**src/rtl/dofs_params.svh**
```systemverilog
// Constants of the digital I/O function selector: offsets, reset codes, function codes.
// Assumes inclusion by bare name from every design file that needs them.
`ifndef DOFS_PARAMS_SVH
`define DOFS_PARAMS_SVH
// Parameter offsets
`define DOFS_OFS_OUT0    16'h0712
`define DOFS_OFS_OUT1    16'h0714
`define DOFS_OFS_IN0     16'h0708
// Reset selection: freely available
`define DOFS_RST_CODE    16'h0001
// Output function codes
`define DOFS_O_FREE      16'h0001
`define DOFS_O_NOFAULT   16'h0002
`define DOFS_O_ACTIVE    16'h0003
`define DOFS_O_CAPMOVE   16'h0004
`define DOFS_O_POSWIN    16'h0005
`define DOFS_O_VELWIN    16'h0006
`define DOFS_O_VELTHR    16'h0007
`define DOFS_O_CURTHR    16'h0008
`define DOFS_O_HALTACK   16'h0009
`define DOFS_O_STILL     16'h000D
`define DOFS_O_SELERR    16'h000E
`define DOFS_O_REFOK     16'h000F
`define DOFS_O_SELWRN    16'h0010
`define DOFS_O_PRC1      16'h0012
`define DOFS_O_PRC4      16'h0015
`define DOFS_O_MOVPOS    16'h0016
`define DOFS_O_MOVNEG    16'h0017
// Position register channel index offset
`define DOFS_PRC_BASE    2'h2
// Input function codes
`define DOFS_I_FREE      16'h0001
`define DOFS_I_LAST_GEN  16'h0008
`define DOFS_I_REF       16'h0015
`define DOFS_I_POSLIM    16'h0016
`define DOFS_I_NEGLIM    16'h0017
`define DOFS_I_PSET      16'h0018
`define DOFS_I_IOFF      16'h001C
`define DOFS_I_RSTART    16'h001E
`define DOFS_I_RARM      16'h001F
`define DOFS_I_BRAKE     16'h0028
// Error class field: bit 0 warning, bits 1..4 error classes
`define DOFS_ERR_WARN    0
`define DOFS_ERR_LO      1
`define DOFS_ERR_HI      4
`endif

```
**src/rtl/dofs_pkg.sv**
```systemverilog
// Types of the digital I/O function selector.
// Assumes nothing of its surroundings.
package dofs_pkg;
    typedef logic [15:0] dofs_code_t;
    typedef struct packed {
        logic pinOut;
    } dofs_omux_s;
    typedef struct packed {
        logic posLimit;
        logic negLimit;
        logic paramSet;
        logic integralOff;
        logic capStart;
        logic capArm;
        logic brakeRelease;
        logic pinPrev;
    } dofs_idec_s;
    typedef struct packed {
        dofs_code_t [2:0] stored;
        dofs_code_t [2:0] active;
        dofs_code_t       rdData;
        logic             ack;
        logic             reject;
    } dofs_main_s;
endpackage : dofs_pkg

```
**src/rtl/dofs_top.sv**
```systemverilog
// Function selector for two digital outputs and one digital input of a drive.
// Assumes a parameter access port with single-cycle strobes, synchronous status
// inputs, and a power-up pulse from the supervisor after each power-on.
`timescale 1ns/1ns
`include "dofs_params.svh"
module dofs_top (
    input  wire logic             clock,
    input  wire logic             rst,
    // Supervisor
    input  wire logic             powerUp,
    input  wire logic             powerStageOn,
    // Parameter access
    input  wire logic             paramWrite,
    input  wire logic             paramRead,
    input  wire logic [15:0]      paramAddr,
    input  wire logic [15:0]      paramWrData,
    output logic      [15:0]      paramRdData,
    output logic                  paramAck,
    output logic                  paramReject,
    // Generic output values
    input  wire logic [1:0]       genericOut,
    // Drive status
    input  wire logic             opReady,
    input  wire logic             opSwitched,
    input  wire logic             opEnabled,
    input  wire logic             capActive,
    input  wire logic             capDone,
    input  wire logic             posWin,
    input  wire logic             velWin,
    input  wire logic             velLow,
    input  wire logic             curLow,
    input  wire logic             haltAck,
    input  wire logic             standstill,
    input  wire logic [4:0]       selErr,
    input  wire logic             refOk,
    input  wire logic [3:0]       posReg,
    input  wire logic             movePos,
    input  wire logic             moveNeg,
    // Pins
    input  wire logic             digitalInput,
    output logic                  digitalOutput0,
    output logic                  digitalOutput1,
    // Decoded input functions
    output logic                  positiveLimitInput,
    output logic                  negativeLimitInput,
    output logic                  paramSetSelect,
    output logic                  integralOff,
    output logic                  moveAfterCaptureStart,
    output logic                  moveAfterCaptureArm,
    output logic                  brakeRelease
);
    dofs_pkg::dofs_main_s state_ff;
    dofs_pkg::dofs_main_s nxt_state;

    wire logic [1:0]              outPins;
    logic                         addrHit;
    logic [1:0]                   addrIdx;
    logic                         codeOk;

    // Valid output codes
    function automatic logic outValid(input dofs_pkg::dofs_code_t c);
        outValid = (c >= `DOFS_O_FREE && c <= `DOFS_O_HALTACK) ||
                   (c >= `DOFS_O_STILL && c <= `DOFS_O_SELWRN) ||
                   (c >= `DOFS_O_PRC1 && c <= `DOFS_O_MOVNEG);
    endfunction : outValid

    // Valid input codes
    function automatic logic inValid(input dofs_pkg::dofs_code_t c);
        inValid = (c >= `DOFS_I_FREE && c <= `DOFS_I_LAST_GEN) ||
                  (c >= `DOFS_I_REF && c <= `DOFS_I_PSET) ||
                  (c == `DOFS_I_IOFF) || (c == `DOFS_I_RSTART) ||
                  (c == `DOFS_I_RARM) || (c == `DOFS_I_BRAKE);
    endfunction : inValid

    // Address decode
    always_comb begin
        addrHit = 1'b1;
        addrIdx = 2'h0;
        unique case (paramAddr)
            `DOFS_OFS_OUT0: addrIdx = 2'h0;
            `DOFS_OFS_OUT1: addrIdx = 2'h1;
            `DOFS_OFS_IN0:  addrIdx = 2'h2;
            default:        addrHit = 1'b0;
        endcase
    end

    // Code check per target
    always_comb begin
        if (addrIdx == 2'h2) begin
            codeOk = inValid(paramWrData);
        end else begin
            codeOk = outValid(paramWrData);
        end
    end

    // Parameter access and power-up load
    always_comb begin
        nxt_state = state_ff;
        nxt_state.ack = 1'b0;
        nxt_state.reject = 1'b0;
        if (paramWrite) begin
            nxt_state.ack = 1'b1;
            if (!addrHit || powerStageOn) begin
                nxt_state.reject = 1'b1;
            end else if (!codeOk) begin
                nxt_state.reject = 1'b1;
            end else begin
                nxt_state.stored[addrIdx] = paramWrData;
            end
        end else if (paramRead) begin
            nxt_state.ack = 1'b1;
            if (addrHit) begin
                nxt_state.rdData = state_ff.stored[addrIdx];
            end else begin
                nxt_state.rdData = 16'h0000;
                nxt_state.reject = 1'b1;
            end
        end
        if (powerUp) begin
            nxt_state.active = state_ff.stored;
        end
    end

    // State register
    always_ff @(posedge clock or posedge rst) begin
        if (rst) begin
            state_ff.stored <= {3{`DOFS_RST_CODE}};
            state_ff.active <= {3{`DOFS_RST_CODE}};
            state_ff.rdData <= 16'h0000;
            state_ff.ack    <= 1'b0;
            state_ff.reject <= 1'b0;
        end else begin
            state_ff <= nxt_state;
        end
    end

    // Output selectors, one per pin
    genvar gi;
    generate
        for (gi = 0; gi < 2; gi++) begin : gOut
            dofs_out_mux i_dofs_out_mux (
                .clock      (clock),
                .rst        (rst),
                .code       (state_ff.active[gi]),
                .generic    (genericOut[gi]),
                .opReady    (opReady),
                .opSwitched (opSwitched),
                .opEnabled  (opEnabled),
                .capActive  (capActive),
                .capDone    (capDone),
                .posWin     (posWin),
                .velWin     (velWin),
                .velLow     (velLow),
                .curLow     (curLow),
                .haltAck    (haltAck),
                .standstill (standstill),
                .selErr     (selErr),
                .refOk      (refOk),
                .posReg     (posReg),
                .movePos    (movePos),
                .moveNeg    (moveNeg),
                .pinOut     (outPins[gi])
            );
        end
    endgenerate

    // Input function decoder
    dofs_in_decode i_dofs_in_decode (
        .clock        (clock),
        .rst          (rst),
        .code         (state_ff.active[2]),
        .pinIn        (digitalInput),
        .posLimit     (positiveLimitInput),
        .negLimit     (negativeLimitInput),
        .paramSet     (paramSetSelect),
        .integralOff  (integralOff),
        .capStart     (moveAfterCaptureStart),
        .capArm       (moveAfterCaptureArm),
        .brakeRelease (brakeRelease)
    );

    // Registered outputs
    assign digitalOutput0 = outPins[0];
    assign digitalOutput1 = outPins[1];
    assign paramRdData    = state_ff.rdData;
    assign paramAck       = state_ff.ack;
    assign paramReject    = state_ff.reject;
endmodule : dofs_top

```
**src/rtl/dofs_out_mux.sv**
```systemverilog
// Selector of one digital output: picks one status condition by the active code.
// Assumes the active code only changes on power-up and status inputs are synchronous.
`timescale 1ns/1ns
`include "dofs_params.svh"
module dofs_out_mux (
    input  wire logic             clock,
    input  wire logic             rst,
    input  wire dofs_pkg::dofs_code_t code,
    input  wire logic             generic,
    input  wire logic             opReady,
    input  wire logic             opSwitched,
    input  wire logic             opEnabled,
    input  wire logic             capActive,
    input  wire logic             capDone,
    input  wire logic             posWin,
    input  wire logic             velWin,
    input  wire logic             velLow,
    input  wire logic             curLow,
    input  wire logic             haltAck,
    input  wire logic             standstill,
    input  wire logic [4:0]       selErr,
    input  wire logic             refOk,
    input  wire logic [3:0]       posReg,
    input  wire logic             movePos,
    input  wire logic             moveNeg,
    output logic                  pinOut
);
    dofs_pkg::dofs_omux_s state_ff;
    dofs_pkg::dofs_omux_s nxt_state;

    // Source selection by code
    always_comb begin
        nxt_state = state_ff;
        unique case (code)
            `DOFS_O_FREE:    nxt_state.pinOut = generic;
            `DOFS_O_NOFAULT: nxt_state.pinOut = opReady | opSwitched | opEnabled;
            `DOFS_O_ACTIVE:  nxt_state.pinOut = opEnabled;
            `DOFS_O_CAPMOVE: nxt_state.pinOut = capActive | capDone;
            `DOFS_O_POSWIN:  nxt_state.pinOut = posWin;
            `DOFS_O_VELWIN:  nxt_state.pinOut = velWin;
            `DOFS_O_VELTHR:  nxt_state.pinOut = velLow;
            `DOFS_O_CURTHR:  nxt_state.pinOut = curLow;
            `DOFS_O_HALTACK: nxt_state.pinOut = haltAck;
            `DOFS_O_STILL:   nxt_state.pinOut = standstill;
            `DOFS_O_SELERR:  nxt_state.pinOut = |selErr[`DOFS_ERR_HI:`DOFS_ERR_LO];
            `DOFS_O_REFOK:   nxt_state.pinOut = refOk;
            `DOFS_O_SELWRN:  nxt_state.pinOut = selErr[`DOFS_ERR_WARN];
            `DOFS_O_MOVPOS:  nxt_state.pinOut = movePos;
            `DOFS_O_MOVNEG:  nxt_state.pinOut = moveNeg;
            default: begin
                if (code >= `DOFS_O_PRC1 && code <= `DOFS_O_PRC4) begin
                    nxt_state.pinOut = posReg[2'(code[1:0] - `DOFS_PRC_BASE)];
                end else begin
                    nxt_state.pinOut = 1'b0;
                end
            end
        endcase
    end

    // State register
    always_ff @(posedge clock or posedge rst) begin
        if (rst) begin
            state_ff <= '0;
        end else begin
            state_ff <= nxt_state;
        end
    end

    assign pinOut = state_ff.pinOut;
endmodule : dofs_out_mux

```
**src/rtl/dofs_in_decode.sv**
```systemverilog
// Decoder of one digital input into its selected drive function.
// Assumes the pin is synchronous and the active code only changes on power-up.
`timescale 1ns/1ns
`include "dofs_params.svh"
module dofs_in_decode (
    input  wire logic             clock,
    input  wire logic             rst,
    input  wire dofs_pkg::dofs_code_t code,
    input  wire logic             pinIn,
    output logic                  posLimit,
    output logic                  negLimit,
    output logic                  paramSet,
    output logic                  integralOff,
    output logic                  capStart,
    output logic                  capArm,
    output logic                  brakeRelease
);
    dofs_pkg::dofs_idec_s state_ff;
    dofs_pkg::dofs_idec_s nxt_state;

    // Function outputs by code
    always_comb begin
        nxt_state = state_ff;
        nxt_state.pinPrev = pinIn;
        nxt_state.posLimit = (code == `DOFS_I_POSLIM) & pinIn;
        nxt_state.negLimit = (code == `DOFS_I_NEGLIM) & pinIn;
        nxt_state.paramSet = (code == `DOFS_I_PSET) & pinIn;
        nxt_state.integralOff = (code == `DOFS_I_IOFF) & pinIn;
        nxt_state.capStart = (code == `DOFS_I_RSTART) & pinIn & ~state_ff.pinPrev;
        nxt_state.capArm = (code == `DOFS_I_RARM) & pinIn;
        nxt_state.brakeRelease = (code == `DOFS_I_BRAKE) & pinIn;
    end

    // State register
    always_ff @(posedge clock or posedge rst) begin
        if (rst) begin
            state_ff <= '0;
        end else begin
            state_ff <= nxt_state;
        end
    end

    assign posLimit     = state_ff.posLimit;
    assign negLimit     = state_ff.negLimit;
    assign paramSet     = state_ff.paramSet;
    assign integralOff  = state_ff.integralOff;
    assign capStart     = state_ff.capStart;
    assign capArm       = state_ff.capArm;
    assign brakeRelease = state_ff.brakeRelease;
endmodule : dofs_in_decode

```
**config.mk**
```make
export PLATFORM = sky130hd
export DESIGN_NAME = dofs_top
export DESIGN_NICKNAME = d
export VERILOG_FILES = /design/src/rtl/dofs_pkg.sv /design/src/rtl/dofs_top.sv /design/src/rtl/dofs_out_mux.sv /design/src/rtl/dofs_in_decode.sv
export VERILOG_INCLUDE_DIRS = /design/src /design/src/rtl
export SDC_FILE = /design/constraint.sdc
export NUM_CORES = 1
export LEC_CHECK = 0
export BUFFER_PORTS_ARGS = -buffer_cell sky130_fd_sc_hd__buf_2
export CORE_UTILIZATION = 51
export DETAILED_ROUTE_END_ITERATION = 8
export GPL_ROUTABILITY_DRIVEN = 0
export PLACE_DENSITY = 0.76
export SETUP_SLACK_MARGIN = 0.4
export SLEW_MARGIN = 20
export SYNTH_ARGS = -nofsm -noshare
export SYNTH_HDL_FRONTEND = slang
export SYNTH_SLANG_ARGS = --single-unit
export TNS_END_PERCENT = 50
```
**constraint.sdc**
```tcl
create_clock -name clock -period 3.5 [get_ports clock]
set_input_delay 0.175 -clock clock [delete_from_list [all_inputs] [get_ports clock]]
set_output_delay 0.175 -clock clock [all_outputs]
set_load 0.02 [all_outputs]
```
* After elaboration in Yosys (flattened, before gate mapping) *
Index checks and enable logic that the tools add are counted.

operators by class
  magnitude comparators = 17
  eq/ne operators = 45
  reduce and logical (&&, ||, !) cells = 21
  add/sub/neg operators = 2
  bitwise operators = 14
  mux-type cells = 22

operators with widths
  cell                    number
  $eq A16 B5 Y1 const B   15
  $eq A16 B4 Y1 const B   10
  $eq A16 B3 Y1 const B   8
  $le A16 B5 Y1 const B   5
  $eq A16 B2 Y1 const B   4
  $ge A16 B5 Y1 const B   4
  $bwmux W48              1
  $eq A16 B11 Y1 const B  3
  $mux W16                3
  $bmux W16 S2            1
  $demux W16 S2           1
  $eq A16 B1 Y1 const B   2
  $eq A16 B6 Y1 const B   2
  $le A16 B4 Y1 const B   2
  $pmux W1 S15            2
  $ge A16 B1 Y1 const B   1
  $ge A16 B4 Y1 const B   1
  $lt A2 B3 Y1 const B    3
  $mux W1                 9
  $and A1 B1 Y1           8
  $logic_and A1 B1 Y1     8
  $logic_or A1 B1 Y1      8
  $bmux W1 S2             2
  $mux W2                 2
  11 further kinds        16

storage, ports and cells
  register bits = 124
  word-level logic and storage cells = 140
  output and inout bits = 27

* Depth between registers and ports, before layout *
Gate-level depths: netlist of the first run.

  depth in word-level cells = 11
  mapped depth = 9
  mapped depth without buffers = 6

* Modules after synthesis *
A second synthesis of the first run with hierarchy kept.

unflattened totals
  cells, all modules = 490
  area total of the unflattened synthesis = 5891.9 um^2

modules (own cells, without submodules)
  module          cells each  instances  area each (um^2)  sequential area each (um^2)
  dofs_top        364         1          4780.8            2860.2
  dofs_out_mux    48          2          366.6             25.0
  dofs_in_decode  30          1          377.9             200.2

* Worst setup path before layout of the first run *
Ideal clock, no wire load.

  path type = input-to-reg
  start = input paramAddr[5]
  end = register state_ff[83] in the netlist's numbering
  path slack = 1.440 ns
  required time = 3.375 ns
  cell stages on the path = 6
  data arrival time = 1.935 ns
  cell sequence = or4b_4 > nor3_4 > nand3_2 > o21bai_4 > a211oi_4 > mux2_2

between the ends
  longest elaborated chain between the ends = 7
  elaborated cells on any way between the ends = 18
  classes of those cells = order compare (2); eq/ne (4); mux (6); bitwise (1); reduce/logical (5)

ends and longest elaborated chain
  element                                                                        line                              source
  start: declaration                                                             dofs_top.sv:15                    input wire logic [15:0] paramAddr,
  $eq A16 B11 Y1                                                                 dofs_top.sv:79                    unique case (paramAddr)
  $pmux W2 S2 or $reduce_or A3 Y1 (tied branches)                                --
  $lt A2 B3 Y1 (implied by the code), or another cell as far along               dofs_top.sv:108                   nxt_state.stored[addrIdx] = paramWrData;
  $logic_and A1 B1 Y1 (implied by the code) or $logic_not A1 Y1 (tied branches)  dofs_top.sv:108, dofs_top.sv:103
  $mux W16 (implied by the code) or $logic_or A1 B1 Y1 (tied branches)           dofs_top.sv:108, dofs_top.sv:103
  $demux W16 S2 or $not A1 Y1 (tied branches)                                    --
  $bwmux W48 or $reduce_and A3 Y1 (tied branches)                                --
  end signal: assignment                                                         dofs_top.sv:133                   state_ff <= nxt_state;
  end: declaration                                                               dofs_top.sv:52                    dofs_pkg::dofs_main_s state_ff;

Parallel ways exist; a longest one is shown, timed or not.
A chain may end at the register's enable or synchronous reset.

* Worst setup path after layout of the first run *
  start = input paramWrData[1]
  end = register state_ff[102] in the netlist's numbering

between the ends
  longest elaborated chain between the ends = 9
  elaborated cells on any way between the ends = 27
  classes of those cells = order compare (9); eq/ne (4); mux (1); reduce/logical (13)

ends and longest elaborated chain
  element                                                line            source
  start: declaration                                     dofs_top.sv:16  input wire logic [15:0] paramWrData,
  $ge A16 B1 Y1 (no line), or another cell as far along  --
  $logic_and A1 B1 Y1 (no line)                          --
  $logic_or A1 B1 Y1 (5 in a row)                        dofs_top.sv:69  inValid = (c >= `DOFS_I_FREE && c <= `DOFS_I_LAST_GEN) ||
  $mux W1 (*)                                            dofs_top.sv:89  if (addrIdx == 2'h2) begin
  $reduce_and A3 Y1 (no line) (*)                        --

Mark *: on every way between the ends. The rest lies on a longest branch, timed or not.

==> impl_metrics.json, run 1 <==
{
  "startpoint_type": "input port",
  "clock.fmax_mhz": 471,
  "start_util_pct": 52.2,
  "maxCapViolCount": 0,
  "fin_nets": 618,
  "dpl.hpwl_um": 8900,
  "regToRegStartpoint": "state_ff[64]$_DFFE_PP0P_",
  "numCtsBuffers": 17,
  "die_area_mm2": 0.0115,
  "core_mm2": 0.0108,
  "post-route-util_pct": 62.3,
  "cts_tree": "yes",
  "fin_crit_sh_pct": 60.6,
  "critPathSlowestCell": "dlygate4sd3_1",
  "finalSetupTns_ns": 0,
  "die_y_um": 107,
  "clk_latency_ns": 0.51,
  "clock-root-buffer": "clkbuf_8",
  "wl_per_cell_um": 17.4,
  "synth_edf_count": 0,
  "hold_path_startpoint": "paramWrData[4]",
  "largest_register_ffs": 96,
  "synthAdderAreaFrac_pct": 0,
  "drt-total-wl_um": 12300,
  "antenna_cells": 0,
  "status": "completed",
  "drt_iter0_drc": 258,
  "synth_top_family_by_area": "multiplexers",
  "cp_max_fo": 16,
  "critPathArrivalTime_ns": 2.52,
  "crit_start": "paramWrData[1]",
  "async_flop_share_pct": 100,
  "synth_mux_area_share_pct": 14.4,
  "leakage_uw": 0.00331,
  "slowest_delay_ns": 0.54,
  "top_usage_layer": "met2",
  "fp.dieW_um": 107,
  "rsz0062_at_grt": "no",
  "synth_area_per_cell_um2": 11.9,
  "peakVddDrop_mv": 0.316,
  "htree_levels": 4,
  "fillCellCount": 814,
  "vias": 3978,
  "fin_skew_ns": 0.00675,
  "synth-simple-area-share_pct": 14.3,
  "cts_setup_buffers": 0,
  "final_max_slew_viol_count": 0,
  "syn_inst": 477,
  "synth.distinct_cells": 61,
  "drtPass1Iterations": 5,
  "min_path_type": "input port to flop",
  "synth-main-ff-cell": "dfrtp_1",
  "slew_headroom_pct": 27.8,
  "synth_top_area_cell": "dfrtp_1",
  "clk_pin_slew_ns": 0.06,
  "syn2layout_area_growth_pct": 19.3,
  "ys_seq_area_share_pct": 55.0,
  "synth_nets": 541,
  "finalSetupViolations": 0,
  "drc": 0,
  "cts_hold_buf": 8,
  "synth_area_leaders": "dfrtp_1, mux2_2, dfstp_2",
  "port_buffers": 90,
  "grt_pass1_vias": 3923,
  "viasPerCell": 5.63,
  "grt_use_met1_pct": 29.8,
  "yosysWarnings": 0,
  "criticalPathCategory": "input port to flop",
  "crit_path_cell_trace": "dlygate4sd3_1, buf_2, inv_1, a211oi_1, o31a_1, o21bai_4, or2_1, mux2_4",
  "grt_pass1_wl_um": 19700,
  "clockBufferDepth": 2,
  "synth_compound_area_share_pct": 10.9,
  "cp-end-kind": "flop",
  "required_ns": 3.90,
  "grt_max_degree": 84,
  "period_needed_ns": 2.12,
  "drive_gt1_share_pct": 37.2,
  "path_buf_inv": 3,
  "synth_top_area_share_pct": 52.2,
  "syn-cell-area_mm2": 0.00566,
  "powerDensity_mw_per_mm2": 489,
  "io_pins": 91,
  "rows": 38,
  "cts_resized": 0,
  "hold_viol_final": 0,
  "met2_usage_pct": 38.5,
  "largest_register": "state_ff",
  "overflow": 0,
  "clock-sinks": 124,
  "gr-usage-all-layers_pct": 22.7,
  "crit_family": "buffers and inverters",
  "synth-seq-cells": 124,
  "tightestPinTransition_ns": 1.08,
  "synth_xor_area_share_pct": 0.464,
  "antenna_found_initial": 0,
  "ant_nets": 0,
  "grt_use_met3_pct": 5.27
}
## layout by cell type, fill, tap and decap left out, drive strengths merged, types with 16 or more instances in the layout
cell / netlist / routed
clkbuf: 16 / 17
mux2: 65 / 65
nor2b: 16 / 16
buf: 28 / 94
a22o: 16 / 16
nand2: 26 / 26
and2: 21 / 21
a21oi: 23 / 23
o21ai: 28 / 28
dfrtp: 118 / 118
inv: 7 / 16
## power breakdown
part | switching (uW) | internal, uW
Sequential | 0.544 | 1440
Combinational | 78.5 | 55.4
Clock | 692 | 1040
Total | 771 | 2530
## worst paths after layout
check                                                      end  slack, ns  cells past startpoint
max                                  state_ff[102]$_DFFE_PP0P_       1.38                      8
max in group asynchronous             state_ff[66]$_DFFE_PP1P_       2.19                      4
min in group asynchronous          paramRdData[12]$_DFFE_PP0P_       0.39                      3
min reg2reg                i_dofs_in_decode.capStart$_DFF_PP0_       0.45                      1
max reg2reg                i_dofs_in_decode.capStart$_DFF_PP0_       1.52                      6
min                                  state_ff[102]$_DFFE_PP0P_       0.04                      2
## synthesized netlist by cell type, types with 3 or more instances
cell type,count
nor2_1,13
nor3_1,12
and3_1,3
dfstp_2,6
clkbuf_1,15
dfrtp_1,118
buf_1,5
and2_1,21
nand4_1,4
inv_1,7
nor4b_1,3
nand4b_1,3
a31oi_1,4
mux2_2,60
buf_4,17
nor4_1,8
nand2b_1,4
a21oi_1,23
nand3b_1,4
buf_2,4
xor2_1,3
o211ai_1,3
o21ai_0,27
nand3_1,5
nand2_1,26
a22o_1,16
nor2b_1,16
mux2_4,5
## metal layers
metal / vias up / wire [um]
li1: 1869 / -
met1: 2004 / 5390
met2: 97 / 6320
met3: 8 / 485
met4: 0 / 111
met5: - / 0
## worst register-to-register path: stages (launching register included)
cell,delay (ns)
dfrtp_1,0.39
nor4_1,0.43
nand3_1,0.14
or3b_2,0.51
inv_1,0.10
nand3_1,0.12
nor3_1,0.21
## cells by family after synthesis
family | after synthesis
AOI/OAI and AO/OA | 92
buffers and inverters | 51
and+or+nand+nor | 138
DFF | 124
xor gates and xnor gates | 3
muxes | 69
## per-stage QoR
step	cells	hold slack (ns)	setup WS, ns	total power (uW)	instance area (um^2)
after floorplan	477	0.206	1.44	1530	5660
after global placement	667	0.296	1.07	1590	6080
after detailed placement	667	0.297	0.965	1590	6080
after CTS	707	0.0276	1.41	3330	6750
after global routing	707	0.0528	1.33	3410	6750
final	707	0.0417	1.38	3300	6750
## cell type report
| class | count | area [um^2] | share of cell area [%] |
|---|---|---|---|
| Clock inverter | 15 | 176 | 2.61 |
| Timing Repair Buffer | 102 | 573 | 8.49 |
| Inverter | 7 | 30.0 | 0.445 |
| Sequential cell | 124 | 3110 | 46.1 |
| Multi-Input combinational cell | 302 | 2270 | 33.7 |
| Tap cell | 140 | 175 | 2.59 |
| Clock buffer | 17 | 414 | 6.13 |
Power figures use the tool's default switching activity.
==> run 2: changes to the inputs <==
--- a/config.mk
+++ b/config.mk
@@ -6,11 +6,12 @@
 export SDC_FILE = /design/constraint.sdc
 export NUM_CORES = 1
 export LEC_CHECK = 0
+export ABC_AREA = 1
 export BUFFER_PORTS_ARGS = -buffer_cell sky130_fd_sc_hd__buf_2
-export CORE_UTILIZATION = 51
+export CORE_UTILIZATION = 53
 export DETAILED_ROUTE_END_ITERATION = 8
 export GPL_ROUTABILITY_DRIVEN = 0
-export PLACE_DENSITY = 0.76
+export PLACE_DENSITY = 0.75
 export SETUP_SLACK_MARGIN = 0.4
 export SLEW_MARGIN = 20
 export SYNTH_ARGS = -nofsm -noshare
==> constraint.sdc (replaced) <==
create_clock -name clock -period 2 [get_ports clock]
set_input_delay 0.1 -clock clock [delete_from_list [all_inputs] [get_ports clock]]
set_output_delay 0.1 -clock clock [all_outputs]
set_load 0.02 [all_outputs]
==> run 2 against run 1 <==
Against the previous run: the flow now finishes with violations (DRC); power is 66% higher; critical path type is now flop to flop; design area up 13%; worst hold slack lost 0.013 ns.
==> impl_metrics.json, run 2 <==
{
  "drt-total-wl_um": 15100,
  "mostFrequentLayoutCells": "nand2_1, dfrtp_1, inv_1",
  "clock.fmax_mhz": 628,
  "synth_area_per_cell_um2": 7.83,
  "hold-path-cell-count": 3,
  "ys_seq_area_share_pct": 48.4,
  "antenna_cells": 0,
  "numCtsBuffers": 17,
  "synth_nets": 885,
  "io_pins": 91,
  "critPathArrivalTime_ns": 1.93,
  "vias": 5678,
  "gr-usage-all-layers_pct": 25.7,
  "viasPerCell": 5.33,
  "rsz0062_at_grt": "yes",
  "slew_headroom_pct": 48.8,
  "htree_levels": 4,
  "crit_path_frequent_cell": "nor2_1",
  "drc": 6,
  "p_total_uw": 5490,
  "drt_iter0_drc": 467,
  "synth_top_area_cell": "dfrtp_1",
  "failed_checks": "DRC",
  "overflow": 0,
  "netlist_top_cells_count": "nand2_1, dfrtp_1, inv_1",
  "largest_register_ffs": 96,
  "criticalPathCategory": "flop to flop",
  "cts_tree": "yes",
  "r2r-end": "gOut[1].i_dofs_out_mux.pinOut$_DFF_PP0_",
  "crit_path_cell_trace": "nor2_2, nand2_2, nor2_1, nand4_1, or2_2, nand3_1, nor2_1, a21oi_1",
  "clk_pin_slew_ns": 0.05,
  "hold_path_startpoint": "paramWrData[1]",
  "maxCapViolCount": 0,
  "grt_pass1_wl_um": 25100,
  "clock-root-buffer": "clkbuf_16",
  "clk_latency_ns": 0.42,
  "powerDensity_mw_per_mm2": 721,
  "hold_path_end": "state_ff[67]$_DFFE_PP0P_",
  "fin_crit_sh_pct": 79.7,
  "fin_nets": 973,
  "worst_hold_slack_ns": 0.0289,
  "grt_pass1_vias": 5484,
  "regToRegStartpoint": "state_ff[40]$_DFFE_PP0P_",
  "synth_edf_count": 0,
  "min_path_type": "input port to flop",
  "ant_nets": 0,
  "required_ns": 2.34,
  "hold_viol_final": 0,
  "synth.most_common_cell": "nand2_1",
  "final_max_slew_viol_count": 0,
  "die_area_mm2": 0.0126,
  "rows": 39,
  "status": "finished, violations left",
  "cp-end-kind": "flop",
  "synth-main-ff-cell": "dfrtp_1",
  "period_needed_ns": 1.59,
  "finalSetupViolations": 0,
  "drtPass1Iterations": 7,
  "start_util_pct": 55.4,
  "dp.cells": 1023,
  "final_common_cell": "nand2_1",
  "cp_max_fo": 7,
  "core_mm2": 0.0116,
  "r2r_setup_slack_ns": 0.41,
  "synth_area_leaders": "dfrtp_1, nand2_1, inv_1",
  "clock-sinks": 124,
  "drive_gt1_share_pct": 23.8,
  "synth-seq-cells": 124,
  "peakVddDrop_mv": 0.654,
  "die_y_um": 112,
  "port_buffers": 90,
  "dpl.hpwl_um": 10500,
  "syn_inst": 821,
  "r2r_cells": 8,
  "yosysWarnings": 0,
  "wl_per_cell_um": 14.2,
  "fp.dieW_um": 112,
  "startpoint_type": "flop",
  "fin_skew_ns": 0.00613,
  "tightestPinTransition_ns": 0.768,
  "clockBufferDepth": 2,
  "final_cells": 1065,
  "leakage_uw": 0.00415,
  "slowest_delay_ns": 0.38,
  "fillCellCount": 973,
  "syn2layout_area_growth_pct": 18.4,
  "largest_register": "state_ff",
  "synth.distinct_cells": 36,
  "antenna_found_initial": 0,
  "critPathSlowestCell": "dfrtp_1",
  "syn-cell-area_mm2": 0.00643,
  "async_flop_share_pct": 100,
  "grt_max_degree": 125,
  "synth_top_area_share_pct": 45.9
}
run 2: cell types whose count changed in the layout (fill, tap and decap cells not counted), sizes merged, moves of 18 or more:
cell	previous run	this run
buf	94	112
and2	21	0
o21ai	28	56
inv	16	108
nand2	26	223
nand3	6	54
nor2	14	104
nand4	5	42
mux2	65	14
run 2: per-layer routing:
| metal | GRT usage [%] | vias to the layer above | wire, um |
|---|---|---|---|
| met5 | 0 | - | 0 |
| met4 | 15.4 | 0 | 630 |
| met3 | 6.16 | 47 | 730 |
| met2 | 42.8 | 198 | 7340 |
| met1 | 30.5 | 2639 | 6430 |
| li1 | - | 2794 | - |
run 2: kinds of logic (layout without fill, tap and decap cells):
family,count (synthesis),in the layout,share of synthesized area (%)
AOI/OAI and AO/OA,85,85,7.18
buffers and inverters,157,258,11.0
DFF,124,124,48.4
muxes,14,14,2.45
and+or+nand+nor,441,441,31.0
run 2: area by class of cell:
cell class | instances | area, um^2 | area share, %
Sequential cell | 124 | 3110 | 40.9
Multi-Input combinational cell | 540 | 2690 | 35.3
Timing Repair Buffer | 116 | 701 | 9.20
Clock buffer | 28 | 497 | 6.52
Inverter | 110 | 422 | 5.54
Tap cell | 143 | 179 | 2.35
Clock inverter | 4 | 20.0 | 0.263
run 2: timing repair:
action	CTS	global route
endpoints found under the setup margin	2	39
setup buffers	0	4
resized for setup	11	18
hold buffers	4	0
hold endpoints to repair	125	0
cloned	0	2
pin swaps	0	5
run 2: how the worst max path moves through the flow:
stage	startpoint	end	slack, ns	cells after the start
3_5_place_dp	paramWrData[0]	state_ff[67]$_DFFE_PP0P_	-0.02	11
3_3_place_gp	paramWrData[0]	state_ff[67]$_DFFE_PP0P_	0.06	11
6_report	state_ff[40]$_DFFE_PP0P_	gOut[1].i_dofs_out_mux.pinOut$_DFF_PP0_	0.41	8
4_1_cts	state_ff[42]$_DFFE_PP0P_	gOut[1].i_dofs_out_mux.pinOut$_DFF_PP0_	0.38	9
5_1_grt	state_ff[48]$_DFFE_PP0P_	gOut[1].i_dofs_out_mux.pinOut$_DFF_PP0_	0.27	9
2_1_floorplan	rst	gOut[0].i_dofs_out_mux.pinOut$_DFF_PP0_	0.38	1
run 2: critical path: cells and delay by family (launching register included):
kind | cells | cell delay [ns]
flip-flops | 1 | 0.38
AO/OA/AOI/OAI | 1 | 0.11
AND/OR/NAND/NOR | 7 | 1.02
run 2: per-stage QoR:
stage               setup slack [ns]  util, %  TNS [ns]  area [um^2]
detailed placement           -0.0158     59.7   -0.0304         6930
finish                         0.407     65.6         0         7620
floorplan                      0.380        -         0         6430
global placement              0.0552     59.7         0         6930
CTS                            0.378     64.7         0         7520
global route                   0.274     65.6         0         7620
run 2: where the power goes:
group	total [uW]	switching, uW	leakage [uW]	internal, uW
Clock	2680	1010	0.000256	1670
Sequential	2540	7.96	0.00169	2530
Combinational	277	180	0.00220	96.1
==> run 3: changes to the inputs <==
==> constraint.sdc (replaced) <==
create_clock -name clock -period 1.6 [get_ports clock]
set_input_delay 0.08 -clock clock [delete_from_list [all_inputs] [get_ports clock]]
set_output_delay 0.08 -clock clock [all_outputs]
set_load 0.02 [all_outputs]
==> run 3 against run 2 <==
Against the previous run: clock power grew 49%; critical endpoint unchanged; the flow finishes with violations (DRC, setup timing); power increased by 38%; routed wire length grew 18%; highest routed layer unchanged; flip-flop and latch count did not move; critical path type unchanged; design area grew 15%.
==> impl_metrics.json, run 3 (same netlist as run 2, synthesis figures left out) <==
{
  "status": "finished, violations left",
  "failed_checks": "DRC, setup timing",
  "vias": 6137,
  "antenna_cells": 0,
  "cp-end-kind": "flop",
  "p_total_uw": 7580,
  "final_common_cell": "nand2_1",
  "clk_latency_ns": 0.42,
  "fp.dieW_um": 112,
  "drc": 6,
  "leakage_uw": 0.00454,
  "largest_register_ffs": 96,
  "grt_max_degree": 83,
  "gr-usage-all-layers_pct": 27.8,
  "powerDensity_mw_per_mm2": 868,
  "startpoint_type": "flop",
  "setup_slack_ns": -0.0335,
  "tightestPinTransition_ns": 0.520,
  "mostFrequentLayoutCells": "nand2_1, dfrtp_1, buf_2",
  "ant_nets": 0,
  "clock-sinks": 124,
  "fin_skew_ns": 0.00751,
  "overflow": 0,
  "syn2layout_area_growth_pct": 35.7,
  "period_needed_ns": 1.63,
  "peakVddDrop_mv": 0.924,
  "grt_pass1_vias": 5851,
  "wl_per_cell_um": 15.9,
  "fillCellCount": 824,
  "fin_nets": 1024,
  "clock-root-buffer": "clkbuf_16",
  "maxCapViolCount": 0,
  "finalSetupViolations": 1,
  "clk_pin_slew_ns": 0.05,
  "grt_pass1_wl_um": 27200,
  "clock.fmax_mhz": 612,
  "drtPass1Iterations": 7,
  "clockBufferDepth": 2,
  "die_y_um": 112,
  "cp_max_fo": 5,
  "viasPerCell": 5.50,
  "port_buffers": 90,
  "min_path_type": "input port to flop",
  "htree_levels": 4,
  "rsz0062_at_grt": "yes",
  "cts_tree": "yes",
  "final_cells": 1116,
  "drt_iter0_drc": 428,
  "critPathArrivalTime_ns": 1.94,
  "slew_headroom_pct": 65.0,
  "worst_hold_slack_ns": 0.0661,
  "drive_gt1_share_pct": 39.5,
  "drt-total-wl_um": 17800,
  "required_ns": 1.91,
  "numCtsBuffers": 17,
  "io_pins": 91,
  "fin_crit_sh_pct": 102,
  "post-route-util_pct": 75.1,
  "hold_viol_final": 0,
  "rows": 39,
  "antenna_found_initial": 0,
  "die_area_mm2": 0.0126,
  "largest_register": "state_ff",
  "core_mm2": 0.0116,
  "dp.cells": 1062,
  "final_max_slew_viol_count": 0,
  "start_util_pct": 55.4,
  "criticalPathCategory": "flop to flop",
  "pre_cts_ws_ns": -0.186,
  "dpl.hpwl_um": 11200
}
-- run 3: path summary, 6_finish.rpt --
path	from	endpoint	slack, ns	cells past startpoint
worst max-delay path	state_ff[46]$_DFFE_PP0P_	gOut[1].i_dofs_out_mux.pinOut$_DFF_PP0_	-0.03	12
worst min-delay path	paramWrData[0]	state_ff[82]$_DFFE_PP1P_	0.07	4
worst max register to register	state_ff[46]$_DFFE_PP0P_	gOut[1].i_dofs_out_mux.pinOut$_DFF_PP0_	-0.03	12
worst min register to register	i_dofs_in_decode.state_ff[0]$_DFF_PP0_	i_dofs_in_decode.capStart$_DFF_PP0_	0.46	1
max in group asynchronous	rst	state_ff[66]$_DFFE_PP1P_	0.89	4
min in group asynchronous	rst	state_ff[113]$_DFFE_PP0P_	0.30	4
-- run 3: metrics by stage --
step	area [um^2]	setup TNS, ns
2_1_floorplan	6430	-0.0472
3_5_place_dp	7220	-5.56
5_1_grt	8730	-0.200
4_1_cts	8150	0
6_report	8730	-0.0335
3_3_place_gp	7220	-5.31
-- run 3: cell type report --
class	count	area [um^2]	area share (%)
tap	143	179	2.05
timing repair buffer	166	1210	13.9
clock buffer	27	513	5.88
inverter	110	429	4.92
clock inverter	5	104	1.19
sequential	124	3110	35.6
multi-input combinational	541	3180	36.4
-- run 3: worst max-delay path: stages, from the launching register on --
cell and delay (ns):
dfrtp_1 0.39, nor2_2 0.16, nand2_2 0.08, nor2_4 0.17, buf_6 0.16, buf_6 0.11
nand4_1 0.06, nand2_1 0.09, inv_1 0.04, nand2_1 0.06, nor2_1 0.04, nor2_1 0.09
a21oi_1 0.06
-- run 3: report_power, final --
group	switching [uW]	leakage (uW)	internal, uW	total [uW]
combinational	256	0.00255	173	429
sequential	13.0	0.00169	3160	3170
clock	1320	0.000302	2660	3980
total	1590	0.00454	5990	7580
-- run 3: timing repair --
| action | 4_1_cts | 5_1_grt |
|---|---|---|
| endpoints found under the setup margin | 58 | 72 |
| cloned | 4 | 1 |
| gates resized for setup | 55 | 161 |
| pin swaps | 17 | 51 |
| setup buffers | 7 | 6 |
| hold endpoints to repair | 125 | 0 |
| hold buffers | 4 | 0 |
-- run 3: layer usage --
metal	GRT usage (%)	vias up	wire length, um
li1	-	2910	-
met1	33.6	2904	7030
met2	46.6	263	9160
met3	5.99	60	919
met4	15.1	0	679
met5	0	-	0
